==> config.mk <==
export PLATFORM = sky130hd
export DESIGN_NAME = mcr_top
export DESIGN_NICKNAME = d
export VERILOG_FILES = /design/src/verilog/mcr_pkg.sv /design/src/verilog/mcr_top.sv
export SDC_FILE = /design/constraint.sdc
export NUM_CORES = 1
export LEC_CHECK = 0
export BUFFER_PORTS_ARGS = -buffer_cell sky130_fd_sc_hd__buf_2
export CAP_MARGIN = 0
export CORE_AREA = 3 3 59 75
export DETAILED_ROUTE_END_ITERATION = 6
export DIE_AREA = 0 0 62 78
export PLACE_DENSITY = 0.71
export SYNTH_ARGS = -nofsm -noshare
export SYNTH_HDL_FRONTEND = slang
export SYNTH_SLANG_ARGS = --single-unit
==> constraint.sdc <==
create_clock -name pclk -period 1.4 [get_ports pclk]
set_clock_uncertainty 0.05 [all_clocks]
set_input_delay 0.28 -clock pclk [delete_from_list [all_inputs] [get_ports pclk]]
set_output_delay 0.28 -clock pclk [all_outputs]
set_load 0.03 [all_outputs]
==> src/verilog/mcr_pkg.sv <==
// package for the misc control module register bank
package mcr_pkg;

  // register indices; byte address is four times the index
  localparam logic [7:0] MCR_IDX_PRESENCE = 8'h0A;
  localparam logic [7:0] MCR_IDX_PLATFORM = 8'h0C;
  localparam logic [7:0] MCR_IDX_COMPUTE = 8'h40;
  localparam logic [11:0] MCR_ADDR_PRESENCE = {2'h0, MCR_IDX_PRESENCE, 2'h0};
  localparam logic [11:0] MCR_ADDR_PLATFORM = {2'h0, MCR_IDX_PLATFORM, 2'h0};
  localparam logic [11:0] MCR_ADDR_COMPUTE = {2'h0, MCR_IDX_COMPUTE, 2'h0};

  // platform_control field positions
  localparam int MCR_BIT_STALL_EN = 16;
  localparam int MCR_BIT_SPEC_DIS = 15;
  localparam int MCR_BIT_DSPEC_EN = 14;
  localparam int MCR_BIT_CACHE_DIS = 13;
  localparam int MCR_BIT_ICACHE_DIS = 12;
  localparam int MCR_BIT_DCACHE_DIS = 11;
  localparam int MCR_BIT_CACHE_CLR = 10;
  localparam int MCR_BIT_POLICY = 9;
  localparam logic [31:0] MCR_PLATFORM_WMASK = 32'h0001_FA00;
  localparam logic [31:0] MCR_PLATFORM_RST = 32'h0000_0000;

  // compute_operation_control field positions
  localparam int MCR_BIT_WAKE_INT = 2;
  localparam int MCR_BIT_ACK = 1;
  localparam int MCR_BIT_REQ = 0;

  // masters attached to crossbar input ports
  localparam logic [7:0] MCR_MASTER_MAP = 8'h0D;
  localparam logic [31:0] MCR_ZERO = 32'h0000_0000;

  typedef struct packed {
    logic stall_en;
    logic spec_instr_en;
    logic spec_data_en;
    logic cache_instr_en;
    logic cache_data_en;
  } mcr_flash_ctl_t;

  // instruction speculation only, full caching
  localparam mcr_flash_ctl_t MCR_FLASH_RST = 5'h0B;

endpackage

==> src/verilog/mcr_top.sv <==
// register bank for crossbar, flash controller and compute operation control
//
// Our own choices: the APB interface to the registers and the register addresses.
`timescale 1ns/10ps
module mcr_top
  import mcr_pkg::*;
(
  input wire logic pclk, // bus clock
  input wire logic presetn, // async reset, active low
  input wire logic psel, // apb select
  input wire logic penable, // apb enable
  input wire logic pwrite, // apb direction
  input wire logic [11:0] paddr, // apb byte address
  input wire logic [31:0] pwdata, // apb write data
  output logic [31:0] prdata, // apb read data
  output logic pready, // apb ready
  output logic pslverr, // apb error, unmapped address
  input wire logic vector_fetch, // interrupt or exception vector fetch
  input wire logic compute_ack_in, // handshake state from platform
  output mcr_flash_ctl_t flash_ctl, // flash controller settings
  output logic flash_cache_clear, // one-cycle cache invalidate
  output logic master_policy_rr, // crossbar round-robin when high
  output logic compute_request // compute operation request
);

  logic [31:0] platform_control;
  logic [31:0] next_platform;
  logic compute_wake_on_interrupt;
  logic compute_acknowledge;
  logic access;
  logic done;
  logic wr_platform;
  logic wr_compute;
  logic hit;
  logic [31:0] rd_mux;
  logic auto_clear;
  logic next_request;

  assign access = psel & penable;
  assign done = access & pready;
  assign wr_platform = done & pwrite & (paddr == MCR_ADDR_PLATFORM);
  assign wr_compute = done & pwrite & (paddr == MCR_ADDR_COMPUTE);
  assign auto_clear = compute_wake_on_interrupt & vector_fetch;

  function automatic mcr_flash_ctl_t decode(input logic [31:0] r);
    mcr_flash_ctl_t c;
    c.stall_en = r[MCR_BIT_STALL_EN];
    c.spec_instr_en = ~r[MCR_BIT_SPEC_DIS];
    c.spec_data_en = ~r[MCR_BIT_SPEC_DIS] & r[MCR_BIT_DSPEC_EN];
    c.cache_instr_en = ~r[MCR_BIT_CACHE_DIS] & ~r[MCR_BIT_ICACHE_DIS];
    c.cache_data_en = ~r[MCR_BIT_CACHE_DIS] & ~r[MCR_BIT_DCACHE_DIS];
    return c;
  endfunction

  // clear bit is never stored, so it reads back zero
  always_comb begin
    next_platform = platform_control;
    if (wr_platform) begin
      next_platform = pwdata & MCR_PLATFORM_WMASK;
    end
  end

  // a write in the same cycle as a vector fetch wins: software sees its value
  always_comb begin
    next_request = compute_request;
    if (auto_clear) begin
      next_request = 1'b0;
    end
    if (wr_compute) begin
      next_request = pwdata[MCR_BIT_REQ];
    end
  end

  always_comb begin
    hit = 1'b1;
    case (paddr)
      MCR_ADDR_PRESENCE: begin
        rd_mux = {MCR_ZERO[31:8], MCR_MASTER_MAP};
      end
      MCR_ADDR_PLATFORM: begin
        rd_mux = platform_control;
      end
      MCR_ADDR_COMPUTE: begin
        rd_mux = {MCR_ZERO[31:3], compute_wake_on_interrupt, compute_acknowledge,
                  compute_request};
      end
      default: begin
        rd_mux = MCR_ZERO;
        hit = 1'b0;
      end
    endcase
  end

  // one wait state so that read data and error come from flops
  always_ff @(posedge pclk or negedge presetn) begin
    if (!presetn) begin
      pready <= 1'b0;
      pslverr <= 1'b0;
      prdata <= MCR_ZERO;
    end else begin
      pready <= access & ~pready;
      pslverr <= access & ~pready & ~hit;
      if (access & ~pready) begin
        prdata <= pwrite ? MCR_ZERO : rd_mux;
      end
    end
  end

  always_ff @(posedge pclk or negedge presetn) begin
    if (!presetn) begin
      platform_control <= MCR_PLATFORM_RST;
      flash_ctl <= MCR_FLASH_RST;
      master_policy_rr <= 1'b0;
    end else begin
      platform_control <= next_platform;
      flash_ctl <= decode(next_platform);
      master_policy_rr <= next_platform[MCR_BIT_POLICY];
    end
  end

  always_ff @(posedge pclk or negedge presetn) begin
    if (!presetn) begin
      flash_cache_clear <= 1'b0;
    end else begin
      flash_cache_clear <= wr_platform & pwdata[MCR_BIT_CACHE_CLR];
    end
  end

  always_ff @(posedge pclk or negedge presetn) begin
    if (!presetn) begin
      compute_request <= 1'b0;
      compute_wake_on_interrupt <= 1'b0;
      compute_acknowledge <= 1'b0;
    end else begin
      compute_request <= next_request;
      compute_acknowledge <= compute_ack_in;
      if (wr_compute) begin
        compute_wake_on_interrupt <= pwdata[MCR_BIT_WAKE_INT];
      end
    end
  end
endmodule // mcr_top
## Word-level counts from Yosys, hierarchy flattened

Cells that the tools add are included.

- Flip-flop bits (word level): 51
- Bits of input ports: 51
- Output and inout port bits: 42
- Logic and storage cells: 43

- Equality and inequality tests: 3
- Mux-type cells: 6
- Bitwise operators: 18
- Reductions and logical operators: 2

Operator list:

| cell | count |
|---|---|
| one-hot mux 17 bit (3 select lines) | 1 |
| 2-to-1 mux 32 bit | 1 |
| equality test 12 x 6 -> 1 bit, second input constant | 2 |
| 2-to-1 mux 17 bit | 1 |
| AND 1 bit | 12 |
| equality test 12 x 9 -> 1 bit, second input constant | 1 |
| inverter 1 bit | 6 |
| 2-to-1 mux 1 bit | 3 |
| OR reduction 3 bit | 1 |
| nonzero test 2 bit | 1 |

## Logic depth before layout (Yosys ltp)

- Depth in word-level cells: 7
- Depth in mapped cells: 5
- Mapped depth without buffers: 4

## Least setup slack after synthesis

No wires, ideal clock.

- Kind: input-to-reg
- Start: input paddr[11]
- End: register platform_control[11]
- Library setup time: 125 ps
- Arrival time: 1562 ps
- Path slack: -337 ps
- Stages: 5
- Path through: or4_4 nor3_4 nand2_2 buf_6 mux2_4

- Cells in the longest elaborated chain, start to end: 3

Ends and longest elaborated chain:

| item | line | RTL |
|---|---|---|
| from (decl) | mcr_top.sv:13 | `input wire logic [11:0] paddr,` |
| equality test 12 x 6 -> 1 bit | mcr_top.sv:41 | `assign wr_platform = done & pwrite & (paddr == MCR_ADDR_PLATFORM);` |
| AND 1 bit | mcr_top.sv:41 |  |
| 2-to-1 mux 17 bit | mcr_top.sv:58 | `if (wr_platform) begin` |
| named net next_platform[11] | mcr_top.sv:27 | `logic [31:0] next_platform;` |
| to (signal assigned) | mcr_top.sv:115 | `platform_control <= next_platform;` |
| to (decl) | mcr_top.sv:26 | `logic [31:0] platform_control;` |

The timed path passes the listed nets, and every way through them passes these cells.
A chain may end at the register's enable or synchronous reset.

## Final worst setup path

- Start: input paddr[0]
- End: register compute_wake_on_interrupt

- Cells in the longest elaborated chain, start to end: 2

Ends and longest elaborated chain:

| item | line | RTL |
|---|---|---|
| equality test 12 x 9 -> 1 bit | mcr_top.sv:42 | `assign wr_compute = done & pwrite & (paddr == MCR_ADDR_COMPUTE);` |
| AND 1 bit | mcr_top.sv:42 |  |
| to (signal assigned) | mcr_top.sv:138 | `compute_wake_on_interrupt <= pwdata[MCR_BIT_WAKE_INT];` |
| to (decl) | mcr_top.sv:28 | `logic compute_wake_on_interrupt;` |

No other way between the ends.

==> out/metrics.yaml <==
status: "finished, violations left"
violations: "negative setup slack"
synth_ff_type: "dfrtp_1"
rows: 25
wl_per_cell_um: 13.34
totalPowerFinal_mw: 1.535
ys_seq_area_frac: 0.4908
endpoint_kind: "flop"
ios: 93
num_antenna_cells: 0
die_h_um: 78
drive_gt1_frac: 0.5357
fmax_ghz: 0.6500
use_met2: 0.2510
avgViaCountPerCell: 4.512
areaGrowthSynthToFinish_pct: 35.31
fin_ws_ps: -138.6
maxCapViolCount: 0
yosysMostFrequentCell: "dfrtp_1"
fin_nets: 248
worstHoldPathType: "in -> reg"
cts.htree.levels: 1
dp_slack_ps: -499.9
antenna_left: 0
yosys.area.top_type: "dfrtp_1"
setup_viol: 21
netlist_top_cells_count: "dfrtp_1, buf_4, nand2_1, nand3_1, mux2_4"
synth_edf_count: 0
syn_area_sq_mm: 0.001435
clock_latency_ps: 270
critical_path.max_stage_delay_ps: 550
synth_area_per_cell_sq_um: 11.13
min_period_over_period: 1.099
rsz0062_at_grt: "true"
via_count: 1128
drt_iter0_drc: 24
instances_no_fill: 250
start_util: 0.3792
path_common_cell: "buf_6"
cts_tree: "built"
relSlewSlack: 0.5863
path_cells: "buf_6 -> or4_4 -> buf_6 -> nor3_4 -> nand3_2 -> mux2_4"
cp_max_fo: 3
synth_top_cell_area_share: 0.4359
dp_cells: 242
grt_max_degree: 29
report.final.slew_viol_count: 0
top_usage_layer: "met2"
irDropWorstVdd_mv: 0.3453
netlist_instances: 129
path_buf_inv: 2
cp-start-kind: "input pin"
cts_root_buffer: "clkbuf_8"
die_w_um: 62
antenna_found_initial: 0
grt.total_usage: 0.1352
grt_pass1_wl_mm: 4.968
grtUsageMet1: 0.1442
finalHoldViolations: 0
portBuffers: 49
synthTopCellsByArea: "dfrtp_1, buf_4, mux2_4"
wl_mm: 3.335
worst_pin_slew_ps: 620.5
clkTransAtPathRegs_ps: 90
cpLargestDelayFamily: "simple AND/OR/NAND/NOR gates"
dieArea_sq_mm: 0.004836
clockBufferDepth: 2
coreArea_sq_mm: 0.003785
first_global_vias: 1142
synth_warnings: 0
hpwlAfterDp_mm: 2.445
cts_buffers: 3
cp_slowest_cell: "or4_4"
ys_types: 34
grt_overflow_total: 0
worstPathArrival_ps: 1650
drc: 0
p_leak_nw: 1.079
gp_congestion: 0.8667
fin_crit_ps: 1539
grtUsageMet3: 0.02829
crit_required_ps: 1510
async_flop_share: 1.000
drt-pass1-iter-count: 4
critical_path_class: "in -> reg"
power_density_mw_per_mm2: 790.7
cts_sinks: 28
ys_seq_elements: 28
==> path summary, 6_finish.rpt <==
path,startpoint,endpoint,slack [ps],cells past startpoint
max,paddr[0],compute_wake_on_interrupt,-140,6
max reg2reg,pready,compute_wake_on_interrupt,-50,6
min reg2reg,prdata[16],prdata[16],430,2
min,compute_ack_in,compute_acknowledge,70,1
min in group asynchronous,presetn,compute_request,510,2
max in group asynchronous,presetn,flash_cache_clear,390,2
==> repair_timing <==
item,in CTS,in global routing
resized for setup,17,4
pin swaps,12,3
setup endpoints to repair,24,24
buffers inserted,0,2
cloned,1,0
hold endpoints to repair,25,0
hold buffers,1,0
==> layout by cell type, fill, tap and decap left out, types with 4 or more instances in the layout <==
| master | count |
|---|---|
| buf_4 | 13 |
| nand3_2 | 8 |
| buf_6 | 4 |
| nand2_1 | 19 |
| mux2_4 | 9 |
| conb_1 | 21 |
| clkbuf_8 | 4 |
| nor2_1 | 6 |
| dfrtp_1 | 25 |
| buf_2 | 48 |
==> through the flow <==
step	instance area [sq um]	utilization	setup TNS, ps	hold WS [ps]
after CTS	1909	0.5045	-1748	73.01
final	1942	0.5131	-1790	71.20
after global routing	1942	0.5131	-2597	59.57
after floorplan	1525	-	-4386	-65.59
after global placement	1763	0.4658	-9728	269.9
after detailed placement	1763	0.4658	-10330	280.2
==> cell type report <==
class	instances	area, sq um
fill	344	1843
inverter	1	5.005
tap	54	67.56
timing repair buffer	66	392.9
sequential	28	704.4
clock buffer	4	55.05
multi-input combinational	97	716.9
==> report_power, final <==
part / total [mW] / internal [mW] / switching (mW)
registers: 0.815 / 0.813 / 0.00176
clock network: 0.493 / 0.251 / 0.242
logic: 0.227 / 0.0666 / 0.161
==> kinds of logic after synthesis <==
kind of cell | synth area share
flip-flops | 0.4908
AO/OA/AOI/OAI | 0.04534
buffers and inverters | 0.1282
multiplexers | 0.1212
other | 0.002613
AND/OR/NAND/NOR | 0.2119
==> flip-flops by register name, indices dropped and copies added, names as in the netlist <==
signal                     count
compute_acknowledge            1
compute_request                1
compute_wake_on_interrupt      1
flash_cache_clear              1
flash_ctl                      4
platform_control               7
prdata                        11
pready                         1
pslverr                        1
==> per-layer routing <==
metal / vias to the layer above / share of wire / wire length, um
met3: 6 / 0.067 / 225
met1: 545 / 0.36 / 1216
met5: - / 0 / 0
li1: 533 / - / -
met4: 0 / 0.013 / 44
met2: 44 / 0.55 / 1848
No activity file was read; power rests on OpenSTA's default activity.
